<file path="src/shared/dep_defs.svh">
`ifndef DEP_DEFS_SVH
`define DEP_DEFS_SVH

// ----------------------------------------------------------------------------
// Register map
// ----------------------------------------------------------------------------

// Control/status register byte address.
`define DEP_CSR_OFS 12'h030
// EEPROM window: address bits 11:10 equal to this value, one byte per word.
`define DEP_WIN_SEL 2'h1
// Control/status bit positions and reset value.
`define DEP_CSR_LAT_BIT 1
`define DEP_CSR_PGM_BIT 0
`define DEP_CSR_RESET 8'h00

// ----------------------------------------------------------------------------
// Array geometry and timing
// ----------------------------------------------------------------------------

// Bytes in one row, the number of row data latches.
`define DEP_ROW_BYTES 32
// Last row latch index.
`define DEP_ROW_LAST 9'h01F
// Last byte address of the array.
`define DEP_ARR_LAST 9'h0FF
// Value of an erased cell.
`define DEP_ERASED_BYTE 8'hFF
// Bus answer latency: waitrequest drops on this access count.
`define DEP_BUS_LAT 2'h2
// Programming cycle duration and the clock period, both in ns.
`define DEP_PROG_TIME_NS 20000
`define DEP_CLK_PERIOD_NS 8
// Least time rounded up to whole clock cycles.
`define DEP_PROG_CYCLES ((`DEP_PROG_TIME_NS + `DEP_CLK_PERIOD_NS - 1) / `DEP_CLK_PERIOD_NS)

`endif

</file>
<file path="src/shared/dep_pkg.sv">
package dep_pkg;

  // Programming engine states, one-hot.
  typedef enum logic [5:0] {
    DEP_ST_IDLE  = 6'h01,
    DEP_ST_BURN  = 6'h02,
    DEP_ST_TIMER = 6'h04,
    DEP_ST_ERASE = 6'h08,
    DEP_ST_WAIT  = 6'h10,
    DEP_ST_HALT  = 6'h20
  } dep_state_t;

endpackage : dep_pkg

</file>
<file path="src/rtl/dep_eeprom_ctrl.sv">
`timescale 1ns/1ns
`include "dep_defs.svh"
module dep_eeprom_ctrl
  import dep_pkg::*;
#(
  parameter int PROG_CYCLES = `DEP_PROG_CYCLES
) (
  input wire logic clk_i,
  input wire logic arst_n_i,
  input wire logic [11:0] avs_address_i,
  input wire logic avs_read_i,
  input wire logic avs_write_i,
  input wire logic [31:0] avs_writedata_i,
  input wire logic [3:0] avs_byteenable_i,
  output logic [31:0] avs_readdata_o,
  output logic avs_waitrequest_o,
  input wire logic dbg_access_i,
  input wire logic rop_enable_i,
  input wire logic rop_remove_i,
  input wire logic wfi_i,
  input wire logic active_halt_i,
  input wire logic halt_i,
  output logic ee_busy_o,
  output logic ee_wait_o,
  output logic ee_halt_o,
  output logic pgm_erase_o
);

  // --------------------------------------------------------------------------
  // Declarations
  // --------------------------------------------------------------------------

  dep_state_t state_q, state_d;
  logic [1:0] acc_cnt_q;
  logic [31:0] rdata_q;
  logic write_collect_mode_bit_q;
  logic cell_burn_go_bit_q;
  logic [2:0] row_q;
  logic [`DEP_ROW_BYTES-1:0] valid_q;
  logic [8:0] step_q;
  logic [15:0] timer_q;
  logic req, acc_done, sel_csr, sel_win, blocked;
  logic csr_wr, win_wr, start, sw_lat_clr, sw_abort, halt_abort, prog_done, lat_fall;
  logic sleep_req, engine_busy;
  logic [4:0] lat_idx, burn_idx;
  logic [7:0] latch_q, arr_q, lat_wdata, arr_wdata, rd_byte, csr_value;
  logic [7:0] arr_addr;
  logic arr_we;
  logic [15:0] timer_last;

  // Index of the byte just read from the latches during a burn.
  function automatic logic [4:0] prev_idx(input logic [8:0] s);
    logic [8:0] p;
    p = s - 9'h001;
    return p[4:0];
  endfunction : prev_idx

  assign timer_last = 16'(PROG_CYCLES - 1);

  // --------------------------------------------------------------------------
  // Avalon-MM slave
  // --------------------------------------------------------------------------

  // Every access answers on its third cycle, so the arrays have time to read.
  assign req = avs_read_i | avs_write_i;
  assign avs_waitrequest_o = req && (acc_cnt_q != `DEP_BUS_LAT);
  assign acc_done = req && (acc_cnt_q == `DEP_BUS_LAT);

  always_ff @(posedge clk_i or negedge arst_n_i)
  begin
    if (!arst_n_i)
    begin
      acc_cnt_q <= 2'h0;
    end
    else if (!req || acc_done)
    begin
      acc_cnt_q <= 2'h0;
    end
    else
    begin
      acc_cnt_q <= acc_cnt_q + 2'h1;
    end
  end

  // Address decode; anything else reads zero and ignores writes.
  assign sel_csr = (avs_address_i == `DEP_CSR_OFS);
  assign sel_win = (avs_address_i[11:10] == `DEP_WIN_SEL) && (avs_address_i[1:0] == 2'h0);
  assign blocked = dbg_access_i && rop_enable_i;

  assign csr_wr = avs_write_i && acc_done && sel_csr && avs_byteenable_i[0];
  // Array writes are captured only in write-collect mode and outside a burn.
  assign win_wr = avs_write_i && acc_done && sel_win && avs_byteenable_i[0] && !blocked
                  && write_collect_mode_bit_q && !cell_burn_go_bit_q;

  // Only the two control bits exist; the rest reads zero.
  assign csr_value = {6'h00, write_collect_mode_bit_q, cell_burn_go_bit_q};

  // Read mux; the latches have no path here at all.
  always_comb
  begin
    rd_byte = 8'h00;
    if (sel_csr)
    begin
      rd_byte = csr_value;
    end
    else if (sel_win && !write_collect_mode_bit_q && !blocked)
    begin
      rd_byte = arr_q;
    end
  end

  // Read data are captured one cycle before the answer and held till the next.
  always_ff @(posedge clk_i or negedge arst_n_i)
  begin
    if (!arst_n_i)
    begin
      rdata_q <= 32'h0000_0000;
    end
    else if (avs_read_i && acc_cnt_q == 2'h1)
    begin
      rdata_q <= {24'h00_0000, rd_byte};
    end
  end

  assign avs_readdata_o = rdata_q;

  // --------------------------------------------------------------------------
  // Control/status register
  // --------------------------------------------------------------------------

  assign start = csr_wr && avs_writedata_i[`DEP_CSR_PGM_BIT] && write_collect_mode_bit_q
                 && !cell_burn_go_bit_q && !blocked && (state_q == DEP_ST_IDLE);
  assign sw_lat_clr = csr_wr && !avs_writedata_i[`DEP_CSR_LAT_BIT] && !cell_burn_go_bit_q;
  // Clearing program-start mid-cycle stops the burn; cell contents are then undefined.
  assign sw_abort = csr_wr && !avs_writedata_i[`DEP_CSR_PGM_BIT] && cell_burn_go_bit_q;
  assign halt_abort = halt_i && (state_q != DEP_ST_HALT);
  assign prog_done = (state_q == DEP_ST_TIMER) && (timer_q == timer_last) && !halt_i
                     && !sw_abort;
  assign lat_fall = write_collect_mode_bit_q && (halt_abort || prog_done || sw_lat_clr);

  // Write-collect mode bit: software sets, cycle end, halt or software clears.
  always_ff @(posedge clk_i or negedge arst_n_i)
  begin
    if (!arst_n_i)
    begin
      write_collect_mode_bit_q <= 1'b0;
    end
    else if (halt_abort || prog_done || sw_lat_clr)
    begin
      write_collect_mode_bit_q <= 1'b0;
    end
    else if (csr_wr && avs_writedata_i[`DEP_CSR_LAT_BIT])
    begin
      write_collect_mode_bit_q <= 1'b1;
    end
  end

  // Program-start bit doubles as the in-progress flag.
  always_ff @(posedge clk_i or negedge arst_n_i)
  begin
    if (!arst_n_i)
    begin
      cell_burn_go_bit_q <= 1'b0;
    end
    else if (halt_abort || prog_done || sw_abort)
    begin
      cell_burn_go_bit_q <= 1'b0;
    end
    else if (start && !rop_remove_i)
    begin
      cell_burn_go_bit_q <= 1'b1;
    end
  end

  // --------------------------------------------------------------------------
  // Row data latches
  // --------------------------------------------------------------------------

  assign lat_idx = avs_address_i[6:2];
  assign burn_idx = step_q[4:0];

  // A second write into a filled latch keeps only bits that are zero in either.
  assign lat_wdata = valid_q[lat_idx] ? (latch_q & avs_writedata_i[7:0])
                                      : avs_writedata_i[7:0];

  // Valid mask empties at cycle end or when write-collect mode falls.
  always_ff @(posedge clk_i or negedge arst_n_i)
  begin
    if (!arst_n_i)
    begin
      valid_q <= '0;
    end
    else if (lat_fall || prog_done)
    begin
      valid_q <= '0;
    end
    else if (win_wr)
    begin
      valid_q[lat_idx] <= 1'b1;
    end
  end

  // The row of the most recent captured write is the one burned.
  always_ff @(posedge clk_i or negedge arst_n_i)
  begin
    if (!arst_n_i)
    begin
      row_q <= 3'h0;
    end
    else if (win_wr)
    begin
      row_q <= avs_address_i[9:7];
    end
  end

  dep_mem #(
    .AW(5)
  ) u_latches (
    .clk_i(clk_i),
    .arst_n_i(arst_n_i),
    .we_i(win_wr),
    .addr_i((state_q == DEP_ST_BURN) ? burn_idx : lat_idx),
    .wdata_i(lat_wdata),
    .rdata_o(latch_q)
  );

  // --------------------------------------------------------------------------
  // Programming engine
  // --------------------------------------------------------------------------

  assign sleep_req = wfi_i || active_halt_i;
  assign engine_busy = (state_q == DEP_ST_BURN) || (state_q == DEP_ST_ERASE);

  // Next state; halt overrides everything and drops any running work.
  always_comb
  begin
    state_d = state_q;
    case (state_q)
      DEP_ST_IDLE:
      begin
        if (rop_remove_i)
        begin
          state_d = DEP_ST_ERASE;
        end
        else if (start)
        begin
          state_d = DEP_ST_BURN;
        end
        else if (sleep_req)
        begin
          state_d = DEP_ST_WAIT;
        end
      end
      DEP_ST_BURN:
      begin
        if (sw_abort)
        begin
          state_d = DEP_ST_IDLE;
        end
        else if (step_q == 9'(`DEP_ROW_BYTES))
        begin
          state_d = DEP_ST_TIMER;
        end
      end
      DEP_ST_TIMER:
      begin
        if (sw_abort)
        begin
          state_d = DEP_ST_IDLE;
        end
        else if (prog_done)
        begin
          state_d = sleep_req ? DEP_ST_WAIT : DEP_ST_IDLE;
        end
      end
      DEP_ST_ERASE:
      begin
        if (step_q == `DEP_ARR_LAST)
        begin
          state_d = sleep_req ? DEP_ST_WAIT : DEP_ST_IDLE;
        end
      end
      DEP_ST_WAIT:
      begin
        if (!sleep_req)
        begin
          state_d = DEP_ST_IDLE;
        end
      end
      DEP_ST_HALT:
      begin
        if (!halt_i)
        begin
          state_d = DEP_ST_IDLE;
        end
      end
      default:
      begin
        state_d = DEP_ST_IDLE;
      end
    endcase
    if (halt_abort)
    begin
      state_d = DEP_ST_HALT;
    end
  end

  always_ff @(posedge clk_i or negedge arst_n_i)
  begin
    if (!arst_n_i)
    begin
      state_q <= DEP_ST_IDLE;
    end
    else
    begin
      state_q <= state_d;
    end
  end

  // Byte step for burn and erase walks.
  always_ff @(posedge clk_i or negedge arst_n_i)
  begin
    if (!arst_n_i)
    begin
      step_q <= 9'h000;
    end
    else if (engine_busy && state_d == state_q)
    begin
      step_q <= step_q + 9'h001;
    end
    else
    begin
      step_q <= 9'h000;
    end
  end

  // Cell cycle duration counted in clocks, no software timing needed.
  always_ff @(posedge clk_i or negedge arst_n_i)
  begin
    if (!arst_n_i)
    begin
      timer_q <= 16'h0000;
    end
    else if (state_q == DEP_ST_TIMER && state_d == DEP_ST_TIMER)
    begin
      timer_q <= timer_q + 16'h0001;
    end
    else
    begin
      timer_q <= 16'h0000;
    end
  end

  // --------------------------------------------------------------------------
  // Cell array
  // --------------------------------------------------------------------------

  // Burn writes each filled latch, one step behind its read; erase fills ones.
  always_comb
  begin
    arr_we = 1'b0;
    arr_addr = avs_address_i[9:2];
    arr_wdata = latch_q;
    if (state_q == DEP_ST_BURN)
    begin
      arr_addr = {row_q, prev_idx(step_q)};
      arr_we = (step_q != 9'h000) && valid_q[prev_idx(step_q)] && !halt_i;
    end
    else if (state_q == DEP_ST_ERASE)
    begin
      arr_addr = step_q[7:0];
      arr_wdata = `DEP_ERASED_BYTE;
      arr_we = !halt_i;
    end
  end

  dep_mem #(
    .AW(8)
  ) u_array (
    .clk_i(clk_i),
    .arst_n_i(arst_n_i),
    .we_i(arr_we),
    .addr_i(arr_addr),
    .wdata_i(arr_wdata),
    .rdata_o(arr_q)
  );

  // --------------------------------------------------------------------------
  // Status outputs
  // --------------------------------------------------------------------------

  assign ee_busy_o = cell_burn_go_bit_q;
  assign ee_wait_o = (state_q == DEP_ST_WAIT);
  assign ee_halt_o = (state_q == DEP_ST_HALT);
  assign pgm_erase_o = (state_q == DEP_ST_ERASE);

endmodule : dep_eeprom_ctrl

</file>
<file path="src/rtl/dep_mem.sv">
`timescale 1ns/1ns
// Single-port byte memory with registered read data.
module dep_mem #(
  parameter int AW = 8
) (
  input wire logic clk_i,
  input wire logic arst_n_i,
  input wire logic we_i,
  input wire logic [AW-1:0] addr_i,
  input wire logic [7:0] wdata_i,
  output logic [7:0] rdata_o
);

  logic [7:0] mem [0:(1<<AW)-1];

  // Write port; the array itself carries no reset.
  always_ff @(posedge clk_i)
  begin
    if (we_i)
    begin
      mem[addr_i] <= wdata_i;
    end
  end

  // Read data leaves through a register every cycle.
  always_ff @(posedge clk_i or negedge arst_n_i)
  begin
    if (!arst_n_i)
    begin
      rdata_o <= 8'h00;
    end
    else
    begin
      rdata_o <= mem[addr_i];
    end
  end

endmodule : dep_mem

</file>
<file path="config.mk">
export PLATFORM = sky130hd
export DESIGN_NAME = dep_eeprom_ctrl
export DESIGN_NICKNAME = d
export VERILOG_FILES = /design/src/shared/dep_pkg.sv /design/src/rtl/dep_eeprom_ctrl.sv /design/src/rtl/dep_mem.sv
export VERILOG_INCLUDE_DIRS = /design/src /design/src/shared
export SDC_FILE = /design/constraint.sdc
export NUM_CORES = 2
export LEC_CHECK = 0
export ABC_AREA = 1
export CORE_MARGIN = 4
export CORE_UTILIZATION = 30
export CTS_BUF_LIST = sky130_fd_sc_hd__clkbuf_4 sky130_fd_sc_hd__clkbuf_8
export DETAILED_ROUTE_END_ITERATION = 12
export DONT_BUFFER_PORTS = 1
export PLACE_DENSITY = 0.44
export SLEW_MARGIN = 20
export SYNTH_ARGS = -nofsm -noshare
export SYNTH_HDL_FRONTEND = slang
export SYNTH_HIERARCHICAL = 1
export SYNTH_SLANG_ARGS = --single-unit
</file>
<file path="constraint.sdc">
create_clock -name clk_i -period 5.5 [get_ports clk_i]
set_input_delay 0.825 -clock clk_i [delete_from_list [all_inputs] [get_ports clk_i]]
set_output_delay 0.825 -clock clk_i [all_outputs]
set_load 0.01 [all_outputs]
</file>
# [Yosys cells after proc, flatten, opt, wreduce, memory -nomap -nowiden]
# Memory sizes are Yosys's and may differ from the RTL's. A register that Yosys moved wholly into a read port is not among the register bits.
# Index checks and enable logic that the tools add are counted.
[word_totals] regBits=78 ramBits=2304 in_bits=58 out_inout_bits=37 word_cells=139 memories=2
[op_classes] n_addsub=4 n_lt_le_gt_ge=3 eq_ne=17 n_mux=42 n_bitwise=3 n_reduce_logical=59
[memory_table] memory="u_array.mem" words=256 width=8 rd=1 rd_ports_with_merged_regs=1 write_ports=1 line_no="dep_mem.sv:14" source="logic [7:0] mem [0:(1<<AW)-1];"
[memory_table] memory="u_latches.mem" words=32 width=8 rd=1 rd_ports_with_merged_regs=1 write_ports=1 line_no="dep_mem.sv:14"
[op_table] cell="6-bit 2-to-1 mux" n=11
[op_table] cell="32-bit 2-to-1 mux" n=2
[op_table] cell="8-bit 2-to-1 mux" n=7
[op_table] cell="1-bit logical AND" n=36
[op_table] cell="6-bit one-hot mux with 6 select lines" n=1
[op_table] cell="32-bit bitwise OR" n=1
[op_table] cell="16-bit by 1-bit adder with 16-bit output (second input constant)" n=1
[op_table] cell="16-bit by 12-bit equality test with 1-bit output (second input constant)" n=1
[op_table] cell="16-bit 2-to-1 mux" n=1
[op_table] cell="1-bit 2-to-1 mux" n=13
[op_table] cell="12-bit by 6-bit equality test with 1-bit output (second input constant)" n=1
[op_table] cell="6-bit by 3-bit equality test with 1-bit output (second input constant)" n=2
[op_table] cell="5-bit by 6-bit < comparator with 1-bit output (second input constant)" n=2
[op_table] cell="1-bit zero test" n=11
[op_table] cell="1-bit binary-select mux with 5-bit select" n=2
[op_table] cell="5-bit 2-to-1 mux" n=2
[op_table] cell="9-bit by 1-bit adder with 9-bit output (second input constant)" n=1
[op_table] cell="9-bit by 6-bit equality test with 1-bit output (second input constant)" n=1
[op_table] cell="9-bit by 8-bit equality test with 1-bit output (second input constant)" n=1
[op_table] cell="9-bit 2-to-1 mux" n=1
[op_table] cell="9-bit nonzero test" n=1
[op_table] cell="8-bit AND" n=1
[op_table] cell="1-bit logical OR" n=7
[op_table] cell="6-bit by 1-bit equality test with 1-bit output (second input constant)" n=1
[op_table] cell="other kinds (17)" n=20

# [Logic depth before layout (Yosys ltp)]
[depth] ltp_word=17 ltp_mapped=23 depth_no_buf=20

# [Cells and area by module]
# The synthesis kept the hierarchy.
[by_module_without_submodules] module="dep_mem (u_array)" instances=1 cells_per_inst=8021 area_each_um2=84875.2 seq_area_each_um2=61699.2
[by_module_without_submodules] module="dep_mem (u_latches)" instances=1 cells_per_inst=1063 area_each_um2=11028.1 seq_area_each_um2=7887.6
[by_module_without_submodules] module="dep_eeprom_ctrl" instances=1 cells_per_inst=679 area_each_um2=5051.1 seq_area_each_um2=1953.1

# [Worst setup path after synthesis]
# No wires, ideal clock.
[synth_timing] path_type="flip-flop to flip-flop" startpoint="register state_q[5]" endpoint="memory u_array.mem[0][0], data pin" setup_ns=0.819 t_arrival_ns=4.079 required_time_ns=4.681 slack_ns=0.602 stages_incl_launch_ff=6 path_buffers=2 period_less_slack_ns=4.898 cell_sequence="dfrtp_1 > nor2_1 > nand3_1 > buf_2 > buf_1 > nand2_1"
[synth_between] elab_chain_len=3
[synth_rtl] element="from (decl)" line_no="dep_eeprom_ctrl.sv:33" source="dep_state_t state_q, state_d;"
[synth_rtl] element="from (signal assigned)" line_no="dep_eeprom_ctrl.sv:316" source="state_q <= state_d;"
[synth_rtl] element="6-bit by 4-bit equality test with 1-bit output" line_no="dep_eeprom_ctrl.sv:369" source="else if (state_q == DEP_ST_ERASE)"
[synth_rtl] element="8-bit 2-to-1 mux" line_no="dep_eeprom_ctrl.sv:369"
[synth_rtl] element="8-bit 2-to-1 mux *" line_no="dep_eeprom_ctrl.sv:364" source="if (state_q == DEP_ST_BURN)"
[synth_rtl] element="net arr_wdata[0]" line_no="dep_eeprom_ctrl.sv:46" source="logic [7:0] latch_q, arr_q, lat_wdata, arr_wdata, rd_byte, csr_value;"
[synth_rtl] element="to (decl)" line_no="dep_mem.sv:14"
# Mark *: on every way through the listed nets, which the timed path passes. The rest lies on a longest branch.

# [Worst setup path after layout]
[layout_timing] startpoint="register state_q[5]" endpoint="register u_array.rdata_o[1], read port of u_array.mem"
[layout_between] elab_chain_len=3
[layout_rtl] element="6-bit by 4-bit equality test with 1-bit output" line_no="dep_eeprom_ctrl.sv:369"
[layout_rtl] element="8-bit 2-to-1 mux" line_no="dep_eeprom_ctrl.sv:369"
[layout_rtl] element="8-bit 2-to-1 mux *" line_no="dep_eeprom_ctrl.sv:364"
[layout_rtl] element="net arr_addr[0]" line_no="dep_eeprom_ctrl.sv:47" source="logic [7:0] arr_addr;"
[layout_rtl] element="to (decl)" line_no="dep_mem.sv:11" source="output logic [7:0] rdata_o"
# Marked as above.
# A chain may end at the register's enable or synchronous reset.

==> results.cfg <==
[global_route]
grt_overflow = 0
grt_max_degree = 167
track_usage_pct = 16.53
grt_pass1_vias = 67440
grt_first_pass_wirelength_um = 438400
antenna_found_initial = 10

[clock_tree]
tritoncts = built
clkTransAtPathRegs_ns = 0.06
cts_setup_buffers = 0
clock_path_buffers = 4
clock_latency_ns = 1.07
cts_hold_buf = 29
cts_buffers = 415
clkSinkCount = 2398
htreeDepth = 5
ctsResizeCount = 0
cts_root_buffer = clkbuf_8

[logic_synthesis]
yosysSeqAreaShare_pct = 70.86
synthDominantCellAreaShare_pct = 68.53
syn_area_um2 = 101000
synth_top_area_cell = edfxtp_1
synth_edf_count = 2304
ys_async_sr_fraction_pct = 3.920
avgSynthCellArea_um2 = 10.34
ys_ff_latch = 2398
ys.flop_type = edfxtp_1
synth_area_leaders = edfxtp_1 69%, nand2_1 21%, dfrtp_1 2.3%, nor2_1 1.9%, nand3_1 1.1%
synth_cells = 9763
synth_warnings = 6
ys_types = 45

[sta]
max-slew-margin-rel_pct = 27.18
maxSlewViolCount = 0
worstMarginPinSlew_ns = 1.092
rsz0062_at_grt = no
setup_viol = 0
layout_min_cycle_time_ns = 4.975
skew_ns = 0.08576
fin_crit_sh_pct = 90.46
finalHoldViolations = 0
fin_tns_setup_ns = 0
fmax_ghz = 0.2010

[place]
port_buffers = 0
dp.cells = 14000
place_congestion = 0.8199
dpl.hpwl_um = 167400
place_area_um2 = 107500

[drt]
drt_iter0_markers = 5221
viasPerCell = 4.557
post_drt_wl_per_cell_um = 19.86
wl_um = 293600
firstDrtPassIters = 6
drc_errors = 0
vias = 67390
postRouteAntennaNets = 0

[floorplan]
start_util_pct = 30.21
core_area_um2 = 334200
pin_count = 95
dieArea_um2 = 345900
rows = 212
fp.dieH_um = 588.1
die_w_um = 588.1

[pwr]
clockPowerShare_pct = 40.1
sw_frac_of_total_pct = 25.49
p_leak_nw = 46.48
p_seq_share_pct = 51.1
power.internal_mw = 30.15
power_density_nw_per_um2 = 348.6
ir_drop_uv = 192.2
power_frac_comb_pct = 8.8
switchingPower_mw = 10.31

[finish]
drive_gt1_share_pct = 10.58
nFillCells = 33600
instances_no_fill = 14790
final_nets = 10120
finalInstanceArea_um2 = 116000
synthToLayoutAreaGrowth_pct = 14.95

[hold_path]
min_path_type = primary input to flip-flop

[status]
outcome = complete, no violations

[setup_path]
setup.worst_path.start_class = flip-flop
cp.arrival_ns = 5.89
path_max_fanout = 119
critPathKind = flip-flop to flip-flop
endpoint_kind = flip-flop
critical_path_required_ns = 6.41

[run]
maxCapViolCount = 0
## cells by family (layout without fill, tap and decap cells)
group | count (synthesis) | after routing | synth area share [%]
AND/OR/NAND/NOR | 6382 | 6382 | 24.33
flip-flops | 2398 | 2398 | 70.86
buffers and inverters | 638 | 1246 | 2.860
AO/OA/AOI/OAI | 323 | 323 | 1.736
XOR/XNOR | 15 | 15 | 0.1301
adder cells (fa/ha/maj) | 6 | 6 | 0.07436
other | 1 | 31 | 0.003715
## Yosys cell counts (2+ instances only)
library cell	count
a21boi_0	15
a21oi_1	92
a22oi_1	24
a31oi_1	3
buf_1	33
buf_2	207
buf_4	43
buf_6	9
clkbuf_1	212
clkinv_1	3
dfrtp_1	93
edfxtp_1	2304
ha_1	6
inv_1	112
inv_2	17
inv_4	2
nand2_1	5585
nand2_2	6
nand2_4	2
nand3_1	223
nand3_2	5
nand3_4	2
nand4_1	4
nor2_1	498
nor2_2	6
nor2_4	3
nor3_1	19
nor3_2	19
nor3b_1	3
nor4_1	2
o21ai_0	85
o21ai_1	94
o221ai_1	7
xnor2_1	2
xor2_1	13
## sequential cells by signal (all words and copies together), names as in the netlist
register / count
write_collect_mode_bit_q: 1
valid_q: 32
u_latches/rdata_o: 8
avs_readdata_o: 8
u_array/mem: 2048
ee_busy_o: 1
acc_cnt_q: 2
state_q: 6
u_latches/mem: 256
step_q: 9
row_q: 3
timer_q: 16
u_array/rdata_o: 8
## layout by cell type (no fill, tap or decap), types with 7 or more instances in the layout
cell type and instances:
dlygate4sd3_1 28, o21ai_0 83, buf_12 48, nor2_1 493, a21boi_0 7, nand2_4 10, edfxtp_1 2304, nand3_1 222
inv_2 15, clkbuf_8 432, inv_6 7, xor2_1 13, nor3_2 20, diode_2 7, nand2_1 5562, a21boi_2 7
clkinvlp_4 9, inv_1 110, clkbuf_4 144, a21oi_1 90, a22oi_1 24, conb_1 24, nor3_1 18, clkinv_1 98
nand2_2 21, o21ai_1 94, dfrtp_1 93, buf_4 284, nor2_4 8, bufinv_16 12, clkinv_2 46
## path summary, 6_finish.rpt
path / end / cells after the start / slack (ns) / start
min in group asynchronous: step_q[3] / 2 / 0.47 / arst_n_i
min reg2reg: timer_q[0] / 1 / 0.47 / timer_q[0]
min: step_q[8] / 5 / 0.18 / halt_i
max reg2reg: u_array/rdata_o[1] / 20 / 0.52 / state_q[5]
max in group asynchronous: u_array/rdata_o[0] / 2 / 4.62 / arst_n_i
max: u_array/rdata_o[1] / 20 / 0.52 / state_q[5]
## power by group through the flow
stage,logic [mW],registers (mW),clock network (mW)
floorplan,2.01,21.2,0
global placement,3.58,21.0,0
detailed placement,3.60,21.0,0
CTS,3.65,20.7,16.8
global route,3.97,20.7,17.6
finish,3.58,20.7,16.2
## per-stage QoR
step	hold slack (ns)	util, %	worst slack (ns)	power (mW)
2_1_floorplan	0.4329	-	0.6021	23.24
3_3_place_gp	0.4520	32.16	0.6709	24.62
3_5_place_dp	0.4604	32.16	0.6462	24.64
4_1_cts	0.01306	34.71	0.6091	41.08
5_1_grt	0.1003	34.72	0.1929	42.25
6_report	0.1786	34.72	0.5248	40.46
## critical path: stages (launching register included)
cell	delay [ns]
dfrtp_1	0.40
nor2_1	0.29
nand3_2	0.32
nand2_1	0.29
inv_1	0.14
o22ai_1	0.23
o21ai_4	0.28
buf_12	0.32
buf_4	0.54
nand2_1	0.15
nand2_1	0.06
nand2_1	0.05
nand2_1	0.08
nand2_1	0.06
nand2_1	0.11
o21ai_0	0.38
nand2_1	0.24
nor2_1	0.18
nor2_1	0.05
nor2_1	0.34
nand2_1	0.08
## per-layer routing
layer	wire length [um]	global-route usage, %	up-vias
met5	13	0	-
met4	6908	4.375	2
met3	14890	2.598	416
met2	136100	26.80	1514
met1	135700	23.08	32810
li1	-	-	32650
## final cells by class
cell class	instances	area [um^2]	share of cell area, %
clock inverters	175	1177	1.015
diodes	7	17.52	0.01509
inverters	134	538.0	0.4636
repair buffers	361	3401	2.930
multi-input cells	6750	26860	23.14
flip-flops and latches	2398	71540	61.65
clock buffers	576	7027	6.055
well taps	4387	5489	4.730
(Power assumes the default switching activity.)
